<file path="src/shared/pmt_pkg.sv">
// Constants, register map and carrier types of the period match timer.
// Operation
// - Counter returns to zero after matching period.
// - Period register read/write, resets to all ones.
// - Counter read/write, cleared by every reset.
// - Quarter-rate clock, prescaled by 1, 4, 16.
// - Postscaler emits one event per N matches.
// - Event latches flag; enable gates interrupt request.
// - Timer runs only while its on bit set.
// - Counter or control write clears both scalers.
// - Control write leaves counter value untouched.
// - Unscaled match pulse goes to serial port.
// - Count and match feed PWM time-base.
// - Control bit seven reads zero; reset clears.
package pmt_pkg;

  // ****************************************************************
  // Clocking
  // ****************************************************************
  localparam int unsigned CLK_HZ  = 25_000_000;
  localparam int unsigned OSC_DIV = 4;
  localparam int unsigned DIV_W   = $clog2(OSC_DIV);

  // ****************************************************************
  // Register map: register index, byte address is four times it
  // ****************************************************************
  localparam int unsigned ADDR_W    = 12;
  localparam logic [7:0]  IDX_FLAGS = 8'h0C;
  localparam logic [7:0]  IDX_COUNT = 8'h11;
  localparam logic [7:0]  IDX_CTRL  = 8'h12;
  localparam logic [7:0]  IDX_ENAB  = 8'h8C;
  localparam logic [7:0]  IDX_PER   = 8'h92;
  localparam logic [ADDR_W-1:0] ADDR_FLAGS = {2'b00, IDX_FLAGS, 2'b00};
  localparam logic [ADDR_W-1:0] ADDR_COUNT = {2'b00, IDX_COUNT, 2'b00};
  localparam logic [ADDR_W-1:0] ADDR_CTRL  = {2'b00, IDX_CTRL, 2'b00};
  localparam logic [ADDR_W-1:0] ADDR_ENAB  = {2'b00, IDX_ENAB, 2'b00};
  localparam logic [ADDR_W-1:0] ADDR_PER   = {2'b00, IDX_PER, 2'b00};

  // ****************************************************************
  // Fields and reset values
  // ****************************************************************
  localparam int unsigned FLAG_MATCH_BIT = 1;
  localparam logic [7:0]  COUNT_RST      = 8'h00;
  localparam logic [7:0]  PERIOD_RST     = 8'hFF;
  localparam logic [7:0]  FLAGS_RST      = 8'h00;
  localparam logic [7:0]  ENAB_RST       = 8'h00;
  localparam logic [1:0]  PRE_SEL_DIV1   = 2'h0;
  localparam logic [1:0]  PRE_SEL_DIV4   = 2'h1;
  localparam logic [3:0]  PRE_TERM_1     = 4'h0;
  localparam logic [3:0]  PRE_TERM_4     = 4'h3;
  localparam logic [3:0]  PRE_TERM_16    = 4'hF;
  localparam logic [1:0]  HTRANS_NONSEQ  = 2'h2;
  localparam logic [2:0]  HSIZE_WORD     = 3'h2;

  // Control register layout, bit 7 is not stored.
  typedef struct packed {
    logic [3:0] postSel;
    logic       timerOn;
    logic [1:0] preSel;
  } pmt_ctrl_t;

  localparam pmt_ctrl_t CTRL_RST = '{postSel: 4'h0, timerOn: 1'b0, preSel: 2'h0};

  // Time-base handed to the PWM units.
  typedef struct packed {
    logic [7:0] count;
    logic [7:0] period;
    logic       match;
  } pmt_pwm_t;

endpackage
</file>
<file path="src/rtl/pmt_period_match_timer8.sv">
// Eight-bit period match timer with prescaler, postscaler and AHB-Lite registers.
`timescale 1ns/1ps

module pmt_period_match_timer8 (
  input  wire logic              clk,
  input  wire logic              rst,
  input  wire logic              hsel,
  input  wire logic [31:0]       haddr,
  input  wire logic [1:0]        htrans,
  input  wire logic              hwrite,
  input  wire logic [2:0]        hsize,
  input  wire logic [31:0]       hwdata,
  input  wire logic              hready,
  output logic                   hreadyout,
  output logic                   hresp,
  output logic [31:0]            hrdata,
  output logic                   irq,
  output logic                   serialShiftMatch,
  output pmt_pkg::pmt_pwm_t      pwmTimebase
);

  // ****************************************************************
  // Bus slave
  // ****************************************************************
  logic                        wrPend;
  logic                        rdWait;
  logic [pmt_pkg::ADDR_W-1:0]  dataAddr;
  logic                        addrPhase;
  logic                        goodAccess;

  function automatic logic hitReg(input logic [pmt_pkg::ADDR_W-1:0] a,
                                  input logic [pmt_pkg::ADDR_W-1:0] target);
    hitReg = (a == target);
  endfunction

  assign addrPhase  = hsel & hready & (htrans == pmt_pkg::HTRANS_NONSEQ);
  assign goodAccess = (hsize == pmt_pkg::HSIZE_WORD) && (haddr[31:pmt_pkg::ADDR_W] == '0);
  assign hreadyout  = ~rdWait;
  assign hresp      = 1'b0;

  always_ff @(posedge clk or posedge rst) begin
    if (rst) begin
      wrPend   <= 1'b0;
      rdWait   <= 1'b0;
      dataAddr <= '0;
    end else begin
      rdWait <= 1'b0;
      wrPend <= 1'b0;
      if (addrPhase) begin
        dataAddr <= haddr[pmt_pkg::ADDR_W-1:0];
        wrPend   <= hwrite & goodAccess;
        rdWait   <= ~hwrite;
      end
    end
  end

  logic wrFlags;
  logic wrCount;
  logic wrCtrl;
  logic wrEnab;
  logic wrPer;
  logic rdFlags;

  assign wrFlags = wrPend & hitReg(dataAddr, pmt_pkg::ADDR_FLAGS);
  assign wrCount = wrPend & hitReg(dataAddr, pmt_pkg::ADDR_COUNT);
  assign wrCtrl  = wrPend & hitReg(dataAddr, pmt_pkg::ADDR_CTRL);
  assign wrEnab  = wrPend & hitReg(dataAddr, pmt_pkg::ADDR_ENAB);
  assign wrPer   = wrPend & hitReg(dataAddr, pmt_pkg::ADDR_PER);
  assign rdFlags = rdWait & hitReg(dataAddr, pmt_pkg::ADDR_FLAGS);

  // ****************************************************************
  // Registers
  // ****************************************************************
  pmt_pkg::pmt_ctrl_t ctrl;
  logic [7:0]         period;
  logic [7:0]         enables;
  logic [7:0]         count;
  logic               matchFlag;

  always_ff @(posedge clk or posedge rst) begin
    if (rst) begin
      ctrl <= pmt_pkg::CTRL_RST;
    end else if (wrCtrl) begin
      ctrl <= hwdata[6:0];
    end
  end

  always_ff @(posedge clk or posedge rst) begin
    if (rst) begin
      period <= pmt_pkg::PERIOD_RST;
    end else if (wrPer) begin
      period <= hwdata[7:0];
    end
  end

  always_ff @(posedge clk or posedge rst) begin
    if (rst) begin
      enables <= pmt_pkg::ENAB_RST;
    end else if (wrEnab) begin
      enables <= hwdata[7:0];
    end
  end

  // ****************************************************************
  // Instruction clock enable
  // ****************************************************************
  logic [pmt_pkg::DIV_W-1:0] divCnt;
  logic                      instrTick;

  assign instrTick = (divCnt == pmt_pkg::DIV_W'(pmt_pkg::OSC_DIV - 1));

  always_ff @(posedge clk or posedge rst) begin
    if (rst) begin
      divCnt <= '0;
    end else begin
      divCnt <= divCnt + pmt_pkg::DIV_W'(1);
    end
  end

  // ****************************************************************
  // Prescaler
  // ****************************************************************
  logic [3:0] preCnt;
  logic [3:0] preTerm;
  logic       preTick;
  logic       scalerClear;

  function automatic logic [3:0] preTermOf(input logic [1:0] sel);
    unique case (sel)
      pmt_pkg::PRE_SEL_DIV1: preTermOf = pmt_pkg::PRE_TERM_1;
      pmt_pkg::PRE_SEL_DIV4: preTermOf = pmt_pkg::PRE_TERM_4;
      default:               preTermOf = pmt_pkg::PRE_TERM_16;
    endcase
  endfunction

  assign scalerClear = wrCount | wrCtrl;
  assign preTerm     = preTermOf(ctrl.preSel);
  assign preTick     = ctrl.timerOn & instrTick & (preCnt >= preTerm);

  always_ff @(posedge clk or posedge rst) begin
    if (rst) begin
      preCnt <= '0;
    end else if (scalerClear) begin
      preCnt <= '0;
    end else if (ctrl.timerOn && instrTick) begin
      if (preCnt >= preTerm) begin
        preCnt <= '0;
      end else begin
        preCnt <= preCnt + 4'h1;
      end
    end
  end

  // ****************************************************************
  // Counter and period match
  // ****************************************************************
  logic matchPulse;

  assign matchPulse = preTick & (count == period) & ~wrCount;

  always_ff @(posedge clk or posedge rst) begin
    if (rst) begin
      count <= pmt_pkg::COUNT_RST;
    end else if (wrCount) begin
      count <= hwdata[7:0];
    end else if (preTick) begin
      if (count == period) begin
        count <= pmt_pkg::COUNT_RST;
      end else begin
        count <= count + 8'h01;
      end
    end
  end

  // ****************************************************************
  // Postscaler
  // ****************************************************************
  logic [3:0] postCnt;
  logic       postEvent;

  assign postEvent = matchPulse & ~scalerClear & (postCnt >= ctrl.postSel);

  always_ff @(posedge clk or posedge rst) begin
    if (rst) begin
      postCnt <= '0;
    end else if (scalerClear) begin
      postCnt <= '0;
    end else if (matchPulse) begin
      if (postCnt >= ctrl.postSel) begin
        postCnt <= '0;
      end else begin
        postCnt <= postCnt + 4'h1;
      end
    end
  end

  // ****************************************************************
  // Interrupt flag, request and outputs
  // ****************************************************************
  // A new event in the clearing cycle keeps the flag set.
  always_ff @(posedge clk or posedge rst) begin
    if (rst) begin
      matchFlag <= pmt_pkg::FLAGS_RST[pmt_pkg::FLAG_MATCH_BIT];
    end else if (postEvent) begin
      matchFlag <= 1'b1;
    end else if (rdFlags) begin
      matchFlag <= 1'b0;
    end else if (wrFlags) begin
      matchFlag <= hwdata[pmt_pkg::FLAG_MATCH_BIT];
    end
  end

  always_ff @(posedge clk or posedge rst) begin
    if (rst) begin
      irq <= 1'b0;
    end else begin
      irq <= matchFlag & enables[pmt_pkg::FLAG_MATCH_BIT];
    end
  end

  always_ff @(posedge clk or posedge rst) begin
    if (rst) begin
      serialShiftMatch <= 1'b0;
      pwmTimebase      <= '0;
    end else begin
      serialShiftMatch   <= matchPulse;
      pwmTimebase.match  <= matchPulse;
      pwmTimebase.count  <= count;
      pwmTimebase.period <= period;
    end
  end

  // ****************************************************************
  // Read data
  // ****************************************************************
  logic [7:0] readByte;
  logic [7:0] flagByte;

  always_comb begin
    flagByte                          = 8'h00;
    flagByte[pmt_pkg::FLAG_MATCH_BIT] = matchFlag;
  end

  always_comb begin
    readByte = 8'h00;
    if (hitReg(dataAddr, pmt_pkg::ADDR_FLAGS)) begin
      readByte = flagByte;
    end else if (hitReg(dataAddr, pmt_pkg::ADDR_COUNT)) begin
      readByte = count;
    end else if (hitReg(dataAddr, pmt_pkg::ADDR_CTRL)) begin
      readByte = {1'b0, ctrl};
    end else if (hitReg(dataAddr, pmt_pkg::ADDR_ENAB)) begin
      readByte = enables;
    end else if (hitReg(dataAddr, pmt_pkg::ADDR_PER)) begin
      readByte = period;
    end
  end

  always_ff @(posedge clk or posedge rst) begin
    if (rst) begin
      hrdata <= '0;
    end else if (rdWait) begin
      hrdata <= {24'h000000, readByte};
    end
  end

endmodule

</file>
<file path="config.mk">
export PLATFORM = sky130hd
export DESIGN_NAME = pmt_period_match_timer8
export DESIGN_NICKNAME = d
export VERILOG_FILES = /design/src/shared/pmt_pkg.sv /design/src/rtl/pmt_period_match_timer8.sv
export SDC_FILE = /design/constraint.sdc
export NUM_CORES = 1
export LEC_CHECK = 0
export ABC_AREA = 0
export BUFFER_PORTS_ARGS = -buffer_cell sky130_fd_sc_hd__buf_4
export CAP_MARGIN = 20
export CORE_AREA = 10 10 101 103
export CTS_CLUSTER_DIAMETER = 80
export DETAILED_ROUTE_END_ITERATION = 6
export DIE_AREA = 0 0 111 113
export GPL_ROUTABILITY_DRIVEN = 0
export MAX_ROUTING_LAYER = met4
export PLACE_DENSITY = 0.86
export SYNTH_ARGS = -nofsm -noshare
export SYNTH_HDL_FRONTEND = slang
export SYNTH_SLANG_ARGS = --single-unit
export TNS_END_PERCENT = 5
</file>
<file path="constraint.sdc">
create_clock -name clk -period 3.4 [get_ports clk]
set_clock_uncertainty 0.05 [all_clocks]
set_input_delay 0.34 -clock clk [delete_from_list [all_inputs] [get_ports clk]]
set_output_delay 0.34 -clock clk [all_outputs]
set_load 0.05 [all_outputs]
</file>
== Word-level counts from Yosys, hierarchy flattened ==
Cells that the tools add are included.
Operators by class
  add/subtract/negate cells: 4
  order comparisons: 2
  eq/ne operators: 10
  muxes and demuxes: 20
  bitwise operators: 21
  reductions and logical operators: 8
Operator list (number)
  $mux 8: 8
  $eq 12x10->1 const B: 2
  $eq 12x7->1 const B: 2
  $mux 4: 6
  $logic_not 20->1: 1
  $and 1x1->1: 16
  $eq 12x6->1 const B: 1
  $add 4x1->4 const B: 2
  $add 8x1->8 const B: 1
  $eq 8x8->1: 1
  $ge 4x4->1: 2
  $pmux 4 s2: 1
  $reduce_bool 2->1: 3
  $mux 1: 5
  $eq 2x2->1 const B: 2
  $not 1->1: 4
  $eq 3x2->1 const B: 1
  $reduce_bool 3->1: 1
  $add 2x1->2 const B: 1
  $eq 2x1->1 const B: 1
  $logic_and 1x1->1: 2
  $logic_not 2->1: 1
  $or 1x1->1: 1
Word-level totals
  register bits: 82
  input bits: 74
  output and inout port bits: 53
  word-level logic and storage cells: 83

== Depth between registers and ports, before layout ==
  depth after elaboration: 9
  gate-level depth with buffers: 9
  mapped depth without buffers: 8

== Worst setup path after synthesis ==
No wires, ideal clock.
  kind: register -> register
  start point: register ctrl[1] (netlist bit)
  end point: register count[5]
  library setup time: 0.082 ns
  arrival time: 2.173 ns
  data required time: 3.268 ns
  path slack: 1.095 ns
  stages on the path, launching flop included: 8
  path buffers: 0
  clock period less this slack: 2.305 ns
  cell sequence: dfrtp_1 -> or2_2 -> ha_1 -> nor3b_1 -> o21ai_0 -> o211ai_1 -> or4_2 -> a31oi_1
On the way
  cells in the longest elaborated chain, start to end: 5
  elaborated cells on any way between the ends: 6
  those cells by class: order compare: 1; eq/ne: 1; mux: 1; bitwise: 1; reduce/logical: 2
RTL lines
  start, declared: RTL line pmt_period_match_timer8.sv:74  | pmt_pkg::pmt_ctrl_t ctrl;
  start signal, assigned: RTL line pmt_period_match_timer8.sv:82  | ctrl <= pmt_pkg::CTRL_RST;
  start signal, assigned: RTL line pmt_period_match_timer8.sv:84  | ctrl <= hwdata[6:0];
  $eq 2x1->1 / $logic_not 2->1 (equally long branches): RTL line pmt_period_match_timer8.sv:129  | unique case (sel)
  $pmux 4 s2 *: RTL line pmt_period_match_timer8.sv:129
  $ge 4x4->1 *: RTL line pmt_period_match_timer8.sv:138  | assign preTick = ctrl.timerOn & instrTick & (preCnt >= preTerm);
  $and 1x1->1 *: RTL line pmt_period_match_timer8.sv:138
  $reduce_bool 2->1 (no source line) *
  end signal, assigned: RTL line pmt_period_match_timer8.sv:163  | count <= pmt_pkg::COUNT_RST;
  end signal, assigned: RTL line pmt_period_match_timer8.sv:165  | count <= hwdata[7:0];
  end signal, assigned: RTL line pmt_period_match_timer8.sv:168  | count <= pmt_pkg::COUNT_RST;
  end, declared: RTL line pmt_period_match_timer8.sv:77  | logic [7:0] count;
Mark *: on every way between the ends. The rest lies on a longest branch, timed or not.
A chain may end at the register's enable or synchronous reset.

== Worst setup path in the final report ==
Same ends and word-level chain as after synthesis.

==> flow_summary_export.csv <==
group,metric,value,unit
layout,antenna_cells,0,
power_and_ir_drop,ir_worst_vdd,0.2420,mV
drt,ant_nets,0,
power_and_ir_drop,p_leak,0.002189,uW
clock_tree,clock-root-buffer,"clkbuf_8",
clock_tree,cts.clk_slew.worst_paths,0.09,ns
drt,dr.pass1.iters,5,
global_routing,grt_pass1_vias,3302,
logic_synthesis,yosys_warnings,0,
global_routing,overflow,0,
die,io_pins,127,
clock_tree,postCtsSetupRepairBufs,0,
clock_tree,htreeDepth,3,
drt,post-route-drc-count,0,
logic_synthesis,synth-seq-cells,82,
sta,fin_tns_setup,0,ns
setup_path,endpoint_kind,"flop",
layout,layout.nets,525,
global_routing,grt_first_pass_wirelength,16.15,mm
placement,preCtsSetupSlack,0.5730,ns
power_and_ir_drop,pwr_density_cell,530.0,mW/mm^2
setup_path,crit_path_start_kind,"flop",
logic_synthesis,syn_inst,360,
layout,syn2layout_area_growth,19.74,%
die,start_util,49.79,%
die,row_count,33,
logic_synthesis,netlist_top_cells_count,"dfrtp_1 (74), mux2_2 (35), buf_4 (26)",
sta,tightest_slew,0.8531,ns
setup_path,crit_required,3.62,ns
hold_path,hold_depth,2,
logic_synthesis,synth-main-ff-cell,"dfrtp_1",
drt,vias_per_cell,5.781,
sta,max_freq,380.0,MHz
global_routing,grt_use_total,15.88,%
drt,wl_per_cell,17.85,um
placement,placed_area,0.004628,mm^2
clock_tree,cts.hold.buffers_added,0,
setup_path,regToRegSetupSlack,0.77,ns
logic_synthesis,synth_top_cells_by_area,"dfrtp_1 (46%), mux2_2 (9.7%), dfstp_2 (5.2%)",
setup_path,ff2ff_path_depth,9,
logic_synthesis,yosysTopAreaCell,"dfrtp_1",
layout,stdcell_count,549,
clock_tree,insertion_delay,0.36,ns
drt,finalWirelength,9.800,mm
global_routing,grt_max_degree,45,
status,status,"finished clean",
logic_synthesis,syn_area_per_cell,11.25,um^2
placement,portBuffers,77,
die,die_h,113,um
sta,rsz0062_at_grt,"no",
sta,period_minus_slack,2.632,ns
die,die_w,111,um
hold_path,hp-start,"hwrite",
flow_run,cap_viol_max_count,0,
drt,drt_iter0_markers,247,
layout,drive_above_1_share,33.78,%
die,coreArea,0.008134,mm^2
setup_path,crit_type,"flop to flop",
die,die_area,0.01254,mm^2
logic_synthesis,synth_edf_count,0,
logic_synthesis,synth-async-reset-ratio,100.0,%
sta,setup_viol,0,
placement,dpl.cell_count,532,
clock_tree,clock_path_buffers,2,
layout,final_cell_area,0.004850,mm^2
clock_tree,numCtsBuffers,9,
clock_tree,cts_tree,"built",
logic_synthesis,yosys.cell_count.top_type,"dfrtp_1",
sta,fin_ws,0.7684,ns
placement,place_hpwl,7.531,mm
drt,vias,3174,
logic_synthesis,ys_seq_area_share,50.91,%
clock_tree,cts_sinks,82,
logic_synthesis,netlist.area_leader.share,45.72,%
sta,maxSlewViolCount,0,
hold_path,hp-class,"primary input to flop",
global_routing,antenna_found_initial,0,
setup_path,cp_max_fo,17,
hold_path,worstHoldEndpoint,"rdWait$_DFF_PP0_",
sta,post-route-period-util,77.40,%
sta,slew_headroom,43.04,%
clock_tree,post_cts_resized,0,
setup_path,r2r-end,"count[5]$_DFFE_PP0P_",
logic_synthesis,netlist_area,0.004050,mm^2
setup_path,r2r_start,"ctrl[1]$_DFFE_PP0P_",
logic_synthesis,synth.distinct_cells,51,
setup_path,crit_arrival,2.85,ns
sta,hold_viol,0,
report_power, final:
group	switching [uW]	internal (uW)
Clock	346	381
Sequential	127	1100
Combinational	385	227
Total	858	1710
state kept, by name, summed over array words and instances, names as in the netlist:
name / cells
pwmTimebase: 17
dataAddr: 12
count: 8
enables: 8
hrdata: 8
period: 8
ctrl: 7
postCnt: 4
preCnt: 4
divCnt: 2
irq: 1
matchFlag: 1
rdWait: 1
wrPend: 1
logic make-up (layout without fill, tap and decap cells):
family | count (synthesis) | count (layout) | synth area share [%]
DFF | 82 | 82 | 50.91
and+or+nand+nor | 93 | 93 | 13.22
AOI/OAI and AO/OA | 75 | 75 | 12.54
muxes | 35 | 35 | 9.731
other | 1 | 25 | 0.09259
adders and majority gates | 12 | 12 | 3.707
xor gates and xnor gates | 11 | 11 | 2.379
buffers and inverters | 51 | 111 | 7.414
cell usage in the layout, fill, tap and decap left out, drive strengths merged, types with 6 or more instances in the layout:
| cell type | instances |
|---|---|
| buf | 82 |
| dfrtp | 74 |
| mux2 | 35 |
| conb | 25 |
| nor2 | 22 |
| a21oi | 21 |
| nand2 | 14 |
| ha | 12 |
| inv | 12 |
| clkbuf | 11 |
| xor2 | 10 |
| o21ai | 10 |
| nand3 | 8 |
| o211ai | 8 |
| dfstp | 8 |
| nor4b | 7 |
| a221oi | 7 |
| o2bb2ai | 7 |
| a31oi | 7 |
| and3 | 6 |
| nor4 | 6 |
worst max-delay path by stage:
stage,start,endpoint,slack (ns)
after floorplan,rst,count[0]$_DFFE_PP0P_,0.91
after global placement,ctrl[1]$_DFFE_PP0P_,count[5]$_DFFE_PP0P_,0.72
after detailed placement,ctrl[1]$_DFFE_PP0P_,count[5]$_DFFE_PP0P_,0.57
after CTS,ctrl[1]$_DFFE_PP0P_,count[5]$_DFFE_PP0P_,0.53
after global routing,ctrl[1]$_DFFE_PP0P_,count[5]$_DFFE_PP0P_,0.66
final,ctrl[1]$_DFFE_PP0P_,count[5]$_DFFE_PP0P_,0.77
per-layer routing:
| layer | share of wire [%] | GRT usage [%] | wire (um) |
|---|---|---|---|
| met1 | 42 | 18.45 | 4091 |
| met2 | 49 | 25.67 | 4761 |
| met3 | 7.8 | 4.332 | 760 |
| met4 | 1.9 | 6.337 | 187 |
| met5 | 0 | - | 0 |
final cells by class:
type,instances,area (um^2)
clock buffers,11,151.4
clock inverters,5,62.56
fillers,652,3284
inverters,13,48.80
multi-input cells,251,1778
flip-flops and latches,82,2062
well taps,105,131.4
repair buffers,82,615.6
through the flow:
stage                     util (%)  hold WS (ns)  power (uW)
after detailed placement     56.90        0.3663        1859
final                        59.62       0.08794        2571
after global placement       56.90        0.3626        1831
after floorplan                  -        0.3506        1674
after CTS                    59.53       0.07430        2588
after global routing         59.62       0.09060        2698
worst max-delay path, stage by stage, from the launching register on:
cell and delay [ns]:
dfrtp_1 0.43, or2_2 0.32, inv_1 0.07, ha_1 0.16, o21ai_0 0.13, o21ai_0 0.25
o211ai_1 0.12, buf_4 0.20, or4_2 0.62, a31oi_1 0.18
Power figures use the tool's default switching activity.
